`config.mk`:
```
export PLATFORM = sky130hd
export DESIGN_NAME = srp_ctrl_end_flat
export DESIGN_NICKNAME = d
export VERILOG_FILES = /design/src/rtl/srp_pkg.sv /design/src/rtl/srp_link_if.sv /design/src/rtl/srp_ctrl_end.sv /design/src/flat_wrapper.sv
export SDC_FILE = /design/constraint.sdc
export NUM_CORES = 1
export LEC_CHECK = 0
export ABC_AREA = 1
export BUFFER_PORTS_ARGS = -buffer_cell sky130_fd_sc_hd__buf_2
export CAP_MARGIN = 30
export CELL_PAD_IN_SITES_DETAIL_PLACEMENT = 0
export CELL_PAD_IN_SITES_GLOBAL_PLACEMENT = 1
export CORE_UTILIZATION = 25
export CTS_CLUSTER_DIAMETER = 60
export CTS_CLUSTER_SIZE = 30
export DETAILED_ROUTE_END_ITERATION = 7
export PLACE_DENSITY = 0.49
export SKIP_CTS_REPAIR_TIMING = 1
export SYNTH_ARGS = -nofsm -noshare
export SYNTH_HDL_FRONTEND = slang
export SYNTH_SLANG_ARGS = --single-unit
```
`constraint.sdc`:
```
create_clock -name clk -period 2.1 [get_ports clk]
set_input_delay 0.315 -clock clk [delete_from_list [all_inputs] [get_ports clk]]
set_output_delay 0.315 -clock clk [all_outputs]
set_load 0.01 [all_outputs]
```
`src/rtl/srp_pkg.sv`:
```
// constants shared by both ends of the sdram refresh/power link
// assumes a single 20 mhz clock shared by both ends
package srp_pkg;
  // ****************************************
  // widths and encodings
  // ****************************************
  localparam int ADDR_W = 13;
  localparam int ROW_W = 13;
  localparam int CNT_W = 4;
  localparam int LOW_W = 21;
  localparam int BURST_W = 14;
  localparam int REFI_W = 8;
  // {row_strobe_n, column_strobe_n, write_strobe_n}
  localparam logic [2:0] CMD_NOP = 3'h7;
  localparam logic [2:0] CMD_REF = 3'h1;
  localparam logic [ADDR_W-1:0] ADDR_IDLE = 13'h0000;

  // ****************************************
  // timing
  // ****************************************
  localparam int CLK_PS = 50000;
  localparam int CLK_KHZ = 20000;
  localparam int T_RC_PS = 63000;
  localparam int T_RP_PS = 21000;
  localparam int T_IS_PS = 1500;
  localparam int T_XSR_PS = T_RC_PS + T_IS_PS;
  localparam int T_PDE_PS = T_IS_PS + CLK_PS;
  localparam int REF_WINDOW_MS = 64;
  localparam int REF_ROWS = 8192;

  // least time in ps to whole cycles, never below one
  function automatic int cyc_up(input int ps);
    int c;
    c = (ps + CLK_PS - 1) / CLK_PS;
    return (c < 1) ? 1 : c;
  endfunction

  localparam int RC_CYC = cyc_up(T_RC_PS);
  localparam int RP_CYC = cyc_up(T_RP_PS);
  localparam int XSR_CYC = cyc_up(T_XSR_PS);
  localparam int PDE_CYC = cyc_up(T_PDE_PS);
  // longest interval, rounded down
  localparam int REFI_CYC = REF_WINDOW_MS * CLK_KHZ / REF_ROWS;
  localparam int MAX_LOW_CYC = REF_WINDOW_MS * CLK_KHZ;

  // command pins decode: selected and strobes match
  function automatic logic is_cmd(input logic cs_n, input logic [2:0] s,
                                  input logic [2:0] c);
    return !cs_n && (s == c);
  endfunction
endpackage

```
`src/rtl/srp_link_if.sv`:
```
// command pins between memory controller and sdram command logic
// assumes both ends run on the same clk
`timescale 1ns/100ps
`default_nettype none
interface srp_link_if;
  logic device_select_n;
  logic row_strobe_n;
  logic column_strobe_n;
  logic write_strobe_n;
  logic clock_gate_in;
  logic [12:0] address_lines;
  logic byte_mask;
  logic ext_clk_run;

  modport ctrl (
    output device_select_n, row_strobe_n, column_strobe_n, write_strobe_n,
    output clock_gate_in, address_lines, byte_mask, ext_clk_run
  );
  modport mem (
    input device_select_n, row_strobe_n, column_strobe_n, write_strobe_n,
    input clock_gate_in, address_lines, byte_mask, ext_clk_run
  );
endinterface
`default_nettype wire

```
`src/rtl/srp_ctrl_end.sv`:
```
// memory controller end: refresh scheduling, self refresh and power down
// assumes the sdram end samples the pins on the same clk
`timescale 1ns/100ps
`default_nettype none
module srp_ctrl_end #(
  parameter int MAX_LOW_CYC = srp_pkg::MAX_LOW_CYC
) (
  // clock and reset
  input wire logic clk,
  input wire logic rst_n,
  // link
  srp_link_if.ctrl link,
  // user requests, one-cycle pulses
  input wire logic req_refresh,
  input wire logic req_sr_enter,
  input wire logic req_sr_exit,
  input wire logic req_low_enter,
  input wire logic req_low_exit,
  // user levels
  input wire logic burst_mode,
  input wire logic banks_idle,
  input wire logic user_mask,
  // status
  output logic busy_ff,
  output logic done_ff,
  output logic in_self_refresh_ff,
  output logic in_low_ff,
  output logic ref_due_ff
);
  // ****************************************
  // state
  // ****************************************
  typedef enum logic [3:0] {
    C_IDLE, C_REF, C_RP, C_SR, C_SR_CLK, C_XSR, C_LOW, C_WAKE
  } srp_cst_t;

  localparam int LOW_W = srp_pkg::LOW_W;
  localparam int CNT_W = srp_pkg::CNT_W;
  localparam int BW = srp_pkg::BURST_W;
  localparam int RW = srp_pkg::REFI_W;

  srp_cst_t st_ff, nxt_st;
  logic [CNT_W-1:0] cnt_ff, nxt_cnt;
  logic [LOW_W-1:0] low_ff, nxt_low;
  logic [BW-1:0] burst_ff, nxt_burst;
  logic [RW-1:0] refi_ff, nxt_refi;
  logic sr_pend_ff, nxt_sr_pend;
  logic nxt_ref_due, nxt_busy, nxt_done;
  logic cs_n_ff, nxt_cs_n;
  logic [2:0] cmd_ff, nxt_cmd;
  logic cke_ff, nxt_cke;
  logic clk_run_ff, nxt_clk_run;
  logic mask_ff, nxt_mask;
  logic issue_ref;

  assign link.device_select_n = cs_n_ff;
  assign link.row_strobe_n = cmd_ff[2];
  assign link.column_strobe_n = cmd_ff[1];
  assign link.write_strobe_n = cmd_ff[0];
  assign link.clock_gate_in = cke_ff;
  // address is don't care for every command driven here
  assign link.address_lines = srp_pkg::ADDR_IDLE;
  assign link.byte_mask = mask_ff;
  assign link.ext_clk_run = clk_run_ff;

  // ****************************************
  // next state
  // ****************************************
  always_comb begin
    nxt_st = st_ff;
    nxt_cnt = cnt_ff;
    nxt_low = '0;
    nxt_burst = burst_ff;
    nxt_refi = refi_ff;
    nxt_sr_pend = sr_pend_ff;
    nxt_ref_due = ref_due_ff;
    nxt_done = 1'b0;
    nxt_cs_n = 1'b0;
    nxt_cmd = srp_pkg::CMD_NOP;
    nxt_cke = cke_ff;
    nxt_clk_run = clk_run_ff;
    nxt_mask = user_mask;
    issue_ref = 1'b0;
    case (st_ff)
      C_IDLE: begin
        // refresh first: a late one risks data, others only wait
        if (ref_due_ff && banks_idle && cke_ff) begin
          issue_ref = 1'b1;
        end else if (req_sr_enter && banks_idle && cke_ff) begin
          if (burst_mode) begin
            nxt_burst = BW'(srp_pkg::REF_ROWS);
            nxt_sr_pend = 1'b1;
            nxt_cnt = '0;
            nxt_st = C_RP;
          end else begin
            nxt_cmd = srp_pkg::CMD_REF;
            nxt_cke = 1'b0;
            nxt_st = C_SR;
          end
        end else if (req_low_enter) begin
          // device picks suspend or power down from bank state
          nxt_cke = 1'b0;
          nxt_st = C_LOW;
        end
      end
      C_REF: begin
        // nops only while the row cycle runs
        if (cnt_ff == '0) begin
          nxt_cnt = CNT_W'(srp_pkg::RP_CYC - 1);
          nxt_st = C_RP;
        end else begin
          nxt_cnt = cnt_ff - CNT_W'(1);
        end
      end
      C_RP: begin
        if (cnt_ff != '0) begin
          nxt_cnt = cnt_ff - CNT_W'(1);
        end else if (burst_ff != '0) begin
          nxt_burst = burst_ff - BW'(1);
          issue_ref = 1'b1;
        end else if (sr_pend_ff) begin
          nxt_sr_pend = 1'b0;
          nxt_cmd = srp_pkg::CMD_REF;
          nxt_cke = 1'b0;
          nxt_st = C_SR;
        end else begin
          nxt_done = 1'b1;
          nxt_st = C_IDLE;
        end
      end
      C_SR: begin
        // clock stopped; gate held low until exit asked
        nxt_cke = 1'b0;
        nxt_clk_run = 1'b0;
        if (req_sr_exit) begin
          nxt_clk_run = 1'b1;
          nxt_st = C_SR_CLK;
        end
      end
      C_SR_CLK: begin
        // clock has run one cycle before the gate rises
        nxt_cke = 1'b1;
        nxt_cnt = CNT_W'(srp_pkg::XSR_CYC - 1);
        nxt_st = C_XSR;
      end
      C_XSR: begin
        if (cnt_ff != '0) begin
          nxt_cnt = cnt_ff - CNT_W'(1);
        end else if (burst_mode) begin
          nxt_burst = BW'(srp_pkg::REF_ROWS);
          nxt_st = C_RP;
        end else begin
          nxt_done = 1'b1;
          nxt_st = C_IDLE;
        end
      end
      C_LOW: begin
        nxt_low = low_ff + LOW_W'(1);
        // forced wake: neither suspend nor power down refreshes
        if (req_low_exit || low_ff == LOW_W'(MAX_LOW_CYC - 2)) begin
          nxt_cke = 1'b1;
          nxt_cnt = CNT_W'(srp_pkg::PDE_CYC);
          nxt_st = C_WAKE;
        end
      end
      C_WAKE: begin
        // nop through setup plus one more cycle
        if (cnt_ff != '0) begin
          nxt_cnt = cnt_ff - CNT_W'(1);
        end else begin
          nxt_done = 1'b1;
          nxt_st = C_IDLE;
        end
      end
      default: begin
        nxt_st = C_IDLE;
      end
    endcase
    if (issue_ref) begin
      nxt_cmd = srp_pkg::CMD_REF;
      nxt_cnt = CNT_W'(srp_pkg::RC_CYC - 1);
      nxt_st = C_REF;
      nxt_ref_due = 1'b0;
    end
    // interval timer pauses in self refresh; set wins over clear
    if (st_ff != C_SR && st_ff != C_SR_CLK) begin
      if (refi_ff == RW'(srp_pkg::REFI_CYC - 1)) begin
        nxt_refi = '0;
        nxt_ref_due = 1'b1;
      end else begin
        nxt_refi = refi_ff + RW'(1);
      end
    end
    if (req_refresh) begin
      nxt_ref_due = 1'b1;
    end
    nxt_busy = (nxt_st != C_IDLE);
  end

  // ****************************************
  // registers
  // ****************************************
  always_ff @(posedge clk) begin
    if (!rst_n) begin
      st_ff <= C_IDLE;
      cnt_ff <= '0;
      low_ff <= '0;
      burst_ff <= '0;
      refi_ff <= '0;
      sr_pend_ff <= 1'b0;
      ref_due_ff <= 1'b0;
      busy_ff <= 1'b0;
      done_ff <= 1'b0;
      in_self_refresh_ff <= 1'b0;
      in_low_ff <= 1'b0;
      cs_n_ff <= 1'b1;
      cmd_ff <= srp_pkg::CMD_NOP;
      cke_ff <= 1'b1;
      clk_run_ff <= 1'b1;
      mask_ff <= 1'b0;
    end else begin
      st_ff <= nxt_st;
      cnt_ff <= nxt_cnt;
      low_ff <= nxt_low;
      burst_ff <= nxt_burst;
      refi_ff <= nxt_refi;
      sr_pend_ff <= nxt_sr_pend;
      ref_due_ff <= nxt_ref_due;
      busy_ff <= nxt_busy;
      done_ff <= nxt_done;
      in_self_refresh_ff <= (nxt_st == C_SR);
      in_low_ff <= (nxt_st == C_LOW);
      cs_n_ff <= nxt_cs_n;
      cmd_ff <= nxt_cmd;
      cke_ff <= nxt_cke;
      clk_run_ff <= nxt_clk_run;
      mask_ff <= nxt_mask;
    end
  end
endmodule
`default_nettype wire

```
`src/flat_wrapper.sv`:
```
// flat-port wrapper written by rule: the top's interface ports become plain ports
module srp_ctrl_end_flat 
#(
  parameter int MAX_LOW_CYC = srp_pkg::MAX_LOW_CYC
)
  (clk, rst_n, req_refresh, req_sr_enter, req_sr_exit, req_low_enter, req_low_exit, burst_mode, banks_idle, user_mask, busy_ff, done_ff, in_self_refresh_ff, in_low_ff, ref_due_ff, link_device_select_n, link_row_strobe_n, link_column_strobe_n, link_write_strobe_n, link_clock_gate_in, link_address_lines, link_byte_mask, link_ext_clk_run);
  srp_link_if link_i ();
  input wire logic clk;
  input wire logic rst_n;
  input wire logic req_refresh;
  input wire logic req_sr_enter;
  input wire logic req_sr_exit;
  input wire logic req_low_enter;
  input wire logic req_low_exit;
  input wire logic burst_mode;
  input wire logic banks_idle;
  input wire logic user_mask;
  output logic busy_ff;
  output logic done_ff;
  output logic in_self_refresh_ff;
  output logic in_low_ff;
  output logic ref_due_ff;
  output wire logic [$bits(link_i.device_select_n)-1:0] link_device_select_n;
  output wire logic [$bits(link_i.row_strobe_n)-1:0] link_row_strobe_n;
  output wire logic [$bits(link_i.column_strobe_n)-1:0] link_column_strobe_n;
  output wire logic [$bits(link_i.write_strobe_n)-1:0] link_write_strobe_n;
  output wire logic [$bits(link_i.clock_gate_in)-1:0] link_clock_gate_in;
  output wire logic [$bits(link_i.address_lines)-1:0] link_address_lines;
  output wire logic [$bits(link_i.byte_mask)-1:0] link_byte_mask;
  output wire logic [$bits(link_i.ext_clk_run)-1:0] link_ext_clk_run;
  assign link_device_select_n = link_i.device_select_n;
  assign link_row_strobe_n = link_i.row_strobe_n;
  assign link_column_strobe_n = link_i.column_strobe_n;
  assign link_write_strobe_n = link_i.write_strobe_n;
  assign link_clock_gate_in = link_i.clock_gate_in;
  assign link_address_lines = link_i.address_lines;
  assign link_byte_mask = link_i.byte_mask;
  assign link_ext_clk_run = link_i.ext_clk_run;
  srp_ctrl_end #(.MAX_LOW_CYC(MAX_LOW_CYC)) u_core (.clk(clk), .rst_n(rst_n), .link(link_i), .req_refresh(req_refresh), .req_sr_enter(req_sr_enter), .req_sr_exit(req_sr_exit), .req_low_enter(req_low_enter), .req_low_exit(req_low_exit), .burst_mode(burst_mode), .banks_idle(banks_idle), .user_mask(user_mask), .busy_ff(busy_ff), .done_ff(done_ff), .in_self_refresh_ff(in_self_refresh_ff), .in_low_ff(in_low_ff), .ref_due_ff(ref_due_ff));
endmodule
```
# Word level (Yosys, flattened, before mapping)

Index checks and enable logic that the tools add are counted.
W data, S select, Z words.

Logic and storage cells: 148
Bits in registers: 64
Input port bits: 10

Bitwise gates (word level): 1
Reductions and logical operators: 24
Mux-type cells: 71
Add/subtract/negate cells: 4
Equality and inequality tests: 30

Operator list:

| cell                    | count |
|---|---|
| $mux W14                | 6 |
| $mux W4                 | 17 |
| $pmux W14 S3            | 1 |
| $pmux W4 S8             | 1 |
| $mux W1                 | 30 |
| $reduce_and A6 Y1       | 4 |
| $add A21 B1 Y21 const B | 1 |
| $eq A21 B21 Y1 const B  | 1 |
| $mux W3                 | 7 |
| $eq A4 B3 Y1 const B    | 5 |
| $pmux W4 S5             | 1 |
| $reduce_bool A14 Y1     | 1 |
| $sub A14 B1 Y14 const B | 1 |
| $eq A4 B2 Y1 const B    | 3 |
| $ne A2 B1 Y1 const B    | 5 |
| $ne A2 B2 Y1 const B    | 5 |
| $reduce_bool A5 Y1      | 2 |
| $ne A3 B1 Y1 const B    | 3 |
| $ne A3 B2 Y1 const B    | 3 |
| $add A8 B1 Y8 const B   | 1 |
| $eq A8 B8 Y1 const B    | 1 |
| $logic_not A4 Y1        | 2 |
| $mux W8                 | 1 |
| $reduce_and A8 Y1       | 1 |
| other kinds (20)        | 27 |

# Depth between registers and ports, before layout

Gate-level depths: netlist of run 1.

Depth in word-level cells: 8
Gate-level depth with buffers: 12
Depth with buffers taken out: 12

# Worst setup path after synthesis of run 1

Ideal clock, no wire load.

Kind: flip-flop to flip-flop
From: register u_core.cnt_ff[0]
To: register u_core.burst_ff[7]
Path slack: 415 ps
Buffers on the path: 1
Stages on the path, launching flop included: 13
Library setup time: 132 ps
Arrival: 1553 ps
Cells stage by stage: dfxtp_1 inv_1 ha_1 nand2_1 nor2_4 nor2_1 nor2_1 nand3_2 nor2_8 inv_2 buf_6 nand2_1 a21oi_1

Cells in the longest elaborated chain, start to end: 3
Elaborated cells on any way between the ends: 4

RTL lines:

| element                              | RTL line                                 | source |
|---|---|---|
| start: declaration                   | srp_ctrl_end.sv:43                       | `logic [CNT_W-1:0] cnt_ff, nxt_cnt;` |
| start signal: assignment             | srp_ctrl_end.sv:223                      | `cnt_ff <= nxt_cnt;` |
| $reduce_bool A4 Y1 *                 | srp_ctrl_end.sv:116, srp_ctrl_end.sv:147 |  |
| $ne A2 B2 Y1 (no source line)        | n/a                                      |  |
| $reduce_and A6 Y1 (no source line) * | n/a                                      |  |
| end signal: assignment               | srp_ctrl_end.sv:225                      | `burst_ff <= nxt_burst;` |
| end: declaration                     | srp_ctrl_end.sv:45                       | `logic [BW-1:0] burst_ff, nxt_burst;` |

Mark *: on every way between the ends. The rest lies on a longest branch, timed or not.
A chain may end at the register's enable or synchronous reset.

# Final worst setup path of run 1

From: register u_core.cnt_ff[0]
To: register u_core.burst_ff[10]

Same word-level chain as after synthesis.

==> results of run 1 <==
[Yosys cell counts]
library cell / count / area share
nand2_2: 3 / 0.0053
inv_2: 11 / 0.012
xnor2_1: 4 / 0.0098
buf_6: 2 / 0.0063
buf_4: 15 / 0.032
o21a_1: 1 / 0.0021
buf_1: 1 / 0.0011
conb_1: 2 / 0.0021
inv_1: 52 / 0.055
nor3b_1: 3 / 0.0063
nand2_1: 122 / 0.13
buf_2: 1 / 0.0014
nand3_1: 41 / 0.057
nor2_8: 1 / 0.0056
o21ai_1: 1 / 0.0014
nand4_1: 17 / 0.030
nand2b_1: 1 / 0.0018
ha_1: 5 / 0.018
nand2_4: 1 / 0.0032
nand3_4: 1 / 0.0049
clkbuf_1: 3 / 0.0032
nor2_2: 2 / 0.0035
nand3_2: 4 / 0.011
nor3_1: 11 / 0.015
a211oi_1: 2 / 0.0042
xor2_1: 13 / 0.032
or2_2: 5 / 0.0088
nor2_1: 90 / 0.095
dfxtp_1: 62 / 0.35
a21oi_1: 37 / 0.052
o21ai_0: 19 / 0.027
a31oi_1: 2 / 0.0035
nor2_4: 5 / 0.016
[cells in the final DEF (no fill, tap or decap), types with 3 or more instances in the layout]
master,Yosys,routed
clkbuf_8,0,4
dfxtp_1,62,62
buf_4,15,11
nand4_1,17,17
nor2_1,90,90
nor3_1,11,11
ha_1,5,5
o21ai_0,19,19
buf_2,1,20
nor2_4,5,5
nand2_1,122,122
nand3_1,41,41
inv_2,11,11
nor3b_1,3,3
nand3_2,4,4
or2_2,5,5
a21oi_1,37,37
inv_1,52,52
clkbuf_16,0,9
xnor2_1,4,4
nand2_2,3,3
conb_1,2,15
xor2_1,13,13
[metal layers]
metal | track usage | wire (microns)
met5 | 0 | 0
met4 | 0.07407 | 197
met3 | 0.03336 | 344
met2 | 0.2251 | 4384
met1 | 0.1742 | 4460
[worst max-delay path by stage]
stage,end,slack (ns),cells past startpoint
after floorplan,u_core.burst_ff[7],0.41,12
after global routing,u_core.burst_ff[12],0.0007,11
after global placement,u_core.burst_ff[11],0.23,11
after CTS,u_core.burst_ff[7],0.18,11
final,u_core.burst_ff[10],0.19,11
after detailed placement,u_core.burst_ff[7],0.20,11
[logic make-up (layout without fill, tap and decap cells)]
family          after synthesis  count (layout)  share of synthesized area
flops                        62              62                     0.3476
compound gates               62              62                    0.08970
xor+xnor                     17              17                    0.04170
simple gates                307             307                     0.3917
other cells                   2              16                   0.002103
buf+inv                      85             111                     0.1097
fa+ha+maj                     5               5                    0.01752
[through the flow]
stage / cells / hold slack, ns / worst slack (ns) / utilization
3_5_place_dp: 741 / 0.4572 / 0.1953 / 0.2793
5_1_grt: 759 / 0.1831 / 0.0007370 / 0.3036
4_1_cts: 757 / 0.1450 / 0.1758 / 0.3025
6_report: 760 / 0.1573 / 0.1906 / 0.3038
3_3_place_gp: 741 / 0.4462 / 0.2317 / 0.2793
2_1_floorplan: 553 / 0.4126 / 0.4145 / -
[area by class of cell]
| class | instances | area (sq um) |
|---|---|---|
| diodes | 1 | 2.502 |
| clock buffers | 14 | 284.0 |
| clock inverters | 2 | 37.54 |
| fillers | 1570 | 9664 |
| inverters | 63 | 236.5 |
| multi-input cells | 406 | 1987 |
| flip-flops and latches | 62 | 1241 |
| well taps | 180 | 225.2 |
| repair buffers | 32 | 202.7 |
[power by group through the flow]
| stage | combinational (mW) | clock (mW) | sequential [mW] |
|---|---|---|---|
| floorplan | 0.517 | 0 | 1.30 |
| global placement | 0.674 | 0 | 1.30 |
| detailed placement | 0.669 | 0 | 1.30 |
| CTS | 0.673 | 1.65 | 1.27 |
| global route | 0.776 | 1.70 | 1.28 |
| finish | 0.680 | 1.59 | 1.27 |
[flip-flops by register name (all words and copies together) (netlist names)]
name                         flops
u_core.burst_ff                 14
u_core.busy_ff                   1
u_core.cmd_ff                    1
u_core.cnt_ff                    4
u_core.done_ff                   1
u_core.in_low_ff                 1
u_core.in_self_refresh_ff        1
u_core.link.byte_mask            1
u_core.link.clock_gate_in        1
u_core.link.device_select_n      1
u_core.link.ext_clk_run          1
u_core.low_ff                   21
u_core.ref_due_ff                1
u_core.refi_ff                   8
u_core.sr_pend_ff                1
u_core.st_ff                     4
[critical path, delay by kind of cell, from the launching register on]
family | cells | cell delay (ns)
AND/OR/NAND/NOR | 7 | 0.91
buffers and inverters | 2 | 0.30
flip-flops | 1 | 0.29
adder cells (fa/ha/maj) | 1 | 0.21
AO/OA/AOI/OAI | 1 | 0.06
==> reports/results.tsv, run 1 <==
metric	value	unit
share of synthesized area occupied by flip-flops and latches	0.3476	
slowest stage cell, crit path	dfxtp_1	
vias in the first global route	3153	
total of max-cap violations	0	
CTS tree	yes	
Finished Cell Area	4217	sq um
combinational share of power	0.192	
startpoint-to-endpoint class of the critical path	flop to flop	
post-synthesis instance area	3571	sq um
total iterations of the first detailed-routing run	4	
Wirelength per Cell	12.35	microns
largest stage delay on the critical path	0.29	ns
worst setup slack for register-to-register paths	0.19	ns
net switching component of the power	1.024	mW
end of the worst hold path	u_core.link.byte_mask	
placed cell area	3877	sq um
Setup-failing EPs final	0	
R2R Path End	u_core.burst_ff[10]	
maximum resistive drop on vdd	330.1	uV
pin count of the biggest net entering global routing	22	
pwr/cell area	840.8	nW/um^2
CTS clock-pin slew for the worst setup and hold paths	0.05	ns
hold crit path type	primary input to flop	
run status	finished clean	
number of placement rows	43	
# clock sinks	62	
sw frac	0.2888	
clock power share	0.449	
maximum clock path buffer count	2	
startpoint type of the worst setup path	flop	
total power of the final layout	3.545	mW
overall routed net length	9387	microns
static leakage power	1.848	nW
P_int	2.521	mW
Worst setup startpoint	u_core.cnt_ff[0]	
cell-by-cell listing of the critical path	inv_1 > ha_1 > nand2_1 > nor2_4 > nor2_1 > nor2_1 > nand3_2 > nor2_8 > inv_2 > nand2_1 > a21oi_1	
area grow syn2layout	18.08	%
placer's final routability congestion estimate	0.7571	
number of synthesized register bits	62	
TritonCTS buffer count	9	
Avg Cell Area, Syn	6.613	sq um
Top Ports	35	
antenna violations before repair	0	
count of unique library cells instantiated by Yosys	33	
Via-to-Cell Ratio	4.408	
global-route total usage across every layer	0.1406	
relative contribution of sequential cells to total power	0.359	
initial cell density of the core	0.2573	
DP HPWL	7183	microns
Die Width	121.5	microns
overall die height	121.5	microns
Congestion Overflow GR	0	
post-route setup TNS	0	ns
cell at the root of the clock tree	clkbuf_16	
fin crit period	1.909	ns
largest fanout on the critical path	12	
share of the cycle needed by the critical path after routing	0.9092	
count of synthesis-stage warnings from yosys	0	
sort of element at the end of the critical path	flop	
cell count of the worst reg-to-reg path	11	
worst slew slack as a fraction of its limit	0.6635	
number of antenna-violating nets in the routed design	0	
final setup skew	0.004908	ns
worst path arrival time	2.12	ns
fin. max-slew vios	0	
slew at the pin closest to its max-slew limit	0.5042	ns
unrepaired setup endpoints after global routing	false	
number of H-tree levels	3	
vias post-DR	3350	
hold-critical path depth	3	
die outline area	14770	sq um
R2R Path Start	u_core.cnt_ff[0]	
share of cells above drive strength 1	0.1382	
data required time of the worst path	2.31	ns
DRT iter0 DRCs	112	
number of hold-slack violations in the final timing report	0	
placeable core area	13880	sq um
number of standard cells after synthesis	540	
detailed-route DRC error count	0	
wire length of the first global-routing pass	15680	microns
clk_lat worst skew	0.34	ns
Final #Nets	589	
source of the worst hold timing path	user_mask	
highest achievable clock rate	523.7	MHz
Buffers on Ports	20	
Power figures use the tool's default switching activity.
==> run 2: changes to the inputs <==
- ABC_AREA: 1 -> default
- PLACE_DENSITY: 0.49 -> 0.47
==> reports/results.tsv, run 2 <==
metric	value	unit
run status	finished clean	
Finished Cell Area	4482	sq um
TritonCTS buffer count	9	
Via-to-Cell Ratio	4.810	
slew at the pin closest to its max-slew limit	0.5632	ns
largest registers	u_core.low_ff x21, u_core.burst_ff x14, u_core.refi_ff x8	
most used cells in the layout excluding fill and tap cells	buf_4, dfxtp_1, nor2_1, nand2_1, a21oi_1	
overall die height	119.1	microns
sort of element at the end of the critical path	flop	
area grow syn2layout	30.63	%
total iterations of the first detailed-routing run	4	
leading post-synthesis cells by cell area	dfxtp_1, a21oi_1, nor2_1	
cell count of the worst reg-to-reg path	5	
largest fanout on the critical path	5	
most common flop cell mapped by yosys	dfxtp_1	
clock power share	0.436	
count of synthesis-stage warnings from yosys	0	
source of the worst hold timing path	user_mask	
Wirelength per Cell	14.12	microns
initial cell density of the core	0.2580	
final setup skew	0.006954	ns
Ant. Diodes	0	
R2R Path Start	u_core.st_ff[1]	
flip-flop count of the largest register, all copies and words added	21	
most common library cell in the layout ignoring fill and taps	buf_4	
maximum resistive drop on vdd	409.0	uV
worst path arrival time	2.29	ns
detailed-route DRC error count	0	
hold-critical path depth	2	
Util after Layout	0.3371	
overall routed net length	9429	microns
combinational share of power	0.207	
vias post-DR	3213	
CTS clock-pin slew for the worst setup and hold paths	0.05	ns
FF+latch area	1250	sq um
highest achievable clock rate	494.5	MHz
Avg Cell Area, Syn	8.327	sq um
net switching component of the power	987.0	uW
cell at the root of the clock tree	clkbuf_16	
share of synthesized flip-flops with an asynchronous set or reset	0	
end of the worst hold path	u_core.link.byte_mask	
DRT iter0 DRCs	148	
top post-synthesis cells by count	dfxtp_1, nor2_1, a21oi_1, nand2_1, inv_1	
Top Ports	35	
number of antenna-violating nets in the routed design	0	
startpoint-to-endpoint class of the critical path	flop to flop	
footprint of the multi-input gates	2054	sq um
number of H-tree levels	3	
P_int	2.591	mW
fin. max-slew vios	0	
number of standard cells after synthesis	412	
maximum clock path buffer count	2	
static leakage power	1.678	nW
Worst setup startpoint	u_core.st_ff[1]	
pwr/cell area	798.4	nW/um^2
Setup-failing EPs final	0	
global-route total usage across every layer	0.1388	
Final #Nets	503	
startpoint type of the worst setup path	flop	
share of the cycle needed by the critical path after routing	0.9630	
post-synthesis instance area	3431	sq um
fillers	1409	
worst setup slack for register-to-register paths	0.08	ns
# clock sinks	62	
die outline area	14200	sq um
number of synthesized register bits	62	
vias in the first global route	3020	
fraction of post-synthesis cell area in the top cell type by area	0.3618	
R2R Path End	u_core.burst_ff[8]	
worst slew slack as a fraction of its limit	0.6246	
share of cells above drive strength 1	0.2561	
share of synthesized area occupied by flip-flops and latches	0.3618	
relative contribution of sequential cells to total power	0.358	
CTS tree	yes	
total of max-cap violations	0	
Buffers on Ports	20	
wire length of the first global-routing pass	15100	microns
most common cell in the synthesized netlist	dfxtp_1	
number of placement rows	42	
sw frac	0.2759	
placeable core area	13300	sq um
post-route setup TNS	0	ns
placer's final routability congestion estimate	0.8271	
EDFF count, synth	0	
clk_lat worst skew	0.34	ns
hold crit path type	primary input to flop	
number of hold-slack violations in the final timing report	0	
Congestion Overflow GR	0	
placed cell area	4069	sq um
Die Width	119.1	microns
count of unique library cells instantiated by Yosys	67	
pin count of the biggest net entering global routing	22	
register with the highest flop count	u_core.low_ff	
DP HPWL	6880	microns
data required time of the worst path	2.37	ns
biggest area consumer among synthesized cells	dfxtp_1	
antenna violations before repair	0	
fin crit period	2.022	ns
## run 2: how the worst max path moves through the flow
stage / endpoint / cells past startpoint
2_1_floorplan: u_core.cnt_ff[2] / 8
3_3_place_gp: u_core.in_self_refresh_ff / 8
3_5_place_dp: u_core.burst_ff[1] / 6
4_1_cts: u_core.cnt_ff[2] / 7
5_1_grt: u_core.cnt_ff[2] / 9
6_report: u_core.burst_ff[8] / 5
## run 2: kinds of logic after synthesis
logic type	after synthesis	share of synthesized area
adders and majority gates	5	0.01823
xor gates and xnor gates	23	0.05872
other	2	0.002189
AOI/OAI and AO/OA	90	0.1834
buffers and inverters	52	0.07804
muxes	1	0.002918
and+or+nand+nor	177	0.2947
DFF	62	0.3618
## run 2: layer usage
layer,track usage,vias up,wire (microns)
li1,-,1648,-
met1,0.1783,1503,4721
met2,0.2133,47,4184
met3,0.03592,15,275
met4,0.07041,0,248
met5,0,-,0
## run 2: stage by stage
stage	std cells	worst slack [ns]	hold WS (ns)	total power, mW
final	668	0.07771	0.2332	3.578
after detailed placement	649	-0.09043	0.4449	2.006
after global placement	649	-0.1097	0.4408	2.009
after global routing	668	-0.0007234	0.2426	3.777
after floorplan	425	0.05456	0.4367	1.746
after CTS	664	-0.1076	0.2243	3.612
## run 2: final cells by class
| type | count | area share |
|---|---|---|
| Multi-Input combinational cell | 313 | 0.4584 |
| Sequential cell | 62 | 0.2789 |
| Timing Repair Buffer | 85 | 0.1312 |
| Clock buffer | 11 | 0.05193 |
| Tap cell | 176 | 0.04913 |
| Clock inverter | 4 | 0.01619 |
| Inverter | 17 | 0.01424 |
## run 2: critical path, cell delays in order (launching register included)
cell	delay, ns
dfxtp_2	0.35
buf_4	0.16
a2111oi_4	0.57
a21oi_2	0.20
or4_1	0.53
a21oi_1	0.15
## run 2: power by group through the flow
stage	sequential [mW]	combinational [mW]	clock [mW]
2_1_floorplan	1.30	0.447	0
3_3_place_gp	1.30	0.709	0
3_5_place_dp	1.30	0.705	0
4_1_cts	1.28	0.709	1.63
5_1_grt	1.29	0.817	1.67
6_report	1.28	0.740	1.56
==> run 3: changes to the inputs <==
- RECOVER_POWER: default -> 100
==> reports/results.tsv, run 3 (synthesis results as in run 2) <==
metric	value	unit
run status	finished clean	
vias in the first global route	3020	
cell at the root of the clock tree	clkbuf_16	
die outline area	14200	sq um
Buffers on Ports	20	
number of H-tree levels	3	
data required time of the worst path	2.37	ns
TritonCTS buffer count	9	
number of hold-slack violations in the final timing report	0	
initial cell density of the core	0.2580	
worst path arrival time	2.29	ns
flip-flop count of the largest register, all copies and words added	21	
slowest stage cell, crit path	a2111oi_4	
highest achievable clock rate	495.3	MHz
overall die height	119.1	microns
fillers	1425	
footprint of the multi-input gates	2051	sq um
number of placement rows	42	
Finished Layout Cells	668	
total power of the final layout	3.567	mW
CTS clock-pin slew for the worst setup and hold paths	0.05	ns
Die Width	119.1	microns
DRT iter0 DRCs	139	
Ant. Diodes	0	
hold-critical path depth	2	
Wirelength per Cell	14.12	microns
maximum clock path buffer count	2	
total iterations of the first detailed-routing run	4	
fin. max-slew vios	0	
slew at the pin closest to its max-slew limit	0.5634	ns
placeable core area	13300	sq um
CTS tree	yes	
clk_lat worst skew	0.34	ns
share of cells above drive strength 1	0.2175	
share of the cycle needed by the critical path after routing	0.9614	
number of antenna-violating nets in the routed design	0	
global-route total usage across every layer	0.1388	
post-route setup TNS	0	ns
largest stage delay on the critical path	0.57	ns
area grow syn2layout	29.25	%
pin count of the biggest net entering global routing	22	
cell-by-cell listing of the critical path	buf_4 > a2111oi_4 > a21oi_2 > or4_1 > a21oi_1	
worst slew slack as a fraction of its limit	0.6244	
cell count of the worst reg-to-reg path	5	
final setup skew	0.005871	ns
placer's final routability congestion estimate	0.8271	
register with the highest flop count	u_core.low_ff	
largest fanout on the critical path	5	
most common library cell in the layout ignoring fill and taps	dfxtp_1	
Final #Nets	503	
most used cells in the layout excluding fill and tap cells	dfxtp_1, buf_4, nor2_1, nand2_1, a21oi_1	
DP HPWL	6880	microns
Via-to-Cell Ratio	4.837	
static leakage power	1.620	nW
maximum resistive drop on vdd	408.0	uV
startpoint type of the worst setup path	flop	
Setup WS pre-CTS	-0.09043	ns
Top Ports	35	
wire length of the first global-routing pass	15100	microns
Setup-failing EPs final	0	
pwr/cell area	804.3	nW/um^2
startpoint-to-endpoint class of the critical path	flop to flop	
# clock sinks	62	
overall routed net length	9429	microns
Congestion Overflow GR	0	
sort of element at the end of the critical path	flop	
vias post-DR	3231	
antenna violations before repair	0	
fin crit period	2.019	ns
largest registers	u_core.low_ff x21, u_core.burst_ff x14, u_core.refi_ff x8	
total instance count after detailed placement	649	
post-layout worst setup margin	0.08100	ns
FF+latch area	1250	sq um
detailed-route DRC error count	0	
hold crit path type	primary input to flop	
total of max-cap violations	0	
## run 3: changes by cell type in the layout (fill, tap and decap cells not counted)
| cell | previous run | this run |
|---|---|---|
| clkbuf_1 | 2 | 19 |
| buf_4 | 65 | 53 |
| buf_2 | 20 | 10 |
| clkbuf_4 | 0 | 3 |
| clkbuf_2 | 0 | 2 |
| and2_0 | 0 | 1 |
| and2_1 | 4 | 3 |
| o21ba_1 | 0 | 1 |
| o21ba_2 | 1 | 0 |
| or4_1 | 13 | 14 |
| or4_4 | 1 | 0 |
## run 3: path summary, 6_finish.rpt
path	from	end	slack (ns)
worst max-delay path	u_core.st_ff[1]	u_core.burst_ff[8]	0.08
worst min-delay path	user_mask	u_core.link.byte_mask	0.25
worst max register to register	u_core.st_ff[1]	u_core.burst_ff[8]	0.08
worst min register to register	u_core.link.ext_clk_run	u_core.link.ext_clk_run	0.46
## run 3: where the power goes
part / total [mW] / switching [mW] / leakage, nW / internal (mW)
Sequential: 1.28 / 0.0483 / 0.506 / 1.23
Clock: 1.56 / 0.528 / 0.146 / 1.03
Combinational: 0.730 / 0.409 / 0.969 / 0.320
## run 3: area by class of cell
type	instances	share of cell area
tap	176	0.04966
sequential	62	0.2819
multi-input combinational	313	0.4625
inverter	17	0.01439
timing repair buffer	85	0.1227
clock buffer	11	0.05248
clock inverter	4	0.01637
## run 3: critical path: cells and delay by family, from the launching register on
family / cells / cell delay [ns]
buffers and inverters: 1 / 0.16
AO/OA/AOI/OAI: 3 / 0.92
AND/OR/NAND/NOR: 1 / 0.53
flip-flops: 1 / 0.35
## run 3: metrics by stage
stage	cell area [sq um]	hold slack [ns]	utilization
5_1_grt	4434	0.2665	0.3335
3_5_place_dp	4069	0.4449	0.3060
4_1_cts	4374	0.2243	0.3290
3_3_place_gp	4069	0.4408	0.3060
6_report	4434	0.2452	0.3335
2_1_floorplan	3480	0.4367	-
## run 3: metal layers
layer,global-route usage,share of wire
met2,0.2133,0.45
met3,0.03592,0.033
met1,0.1783,0.49
met5,0,0
met4,0.07041,0.026
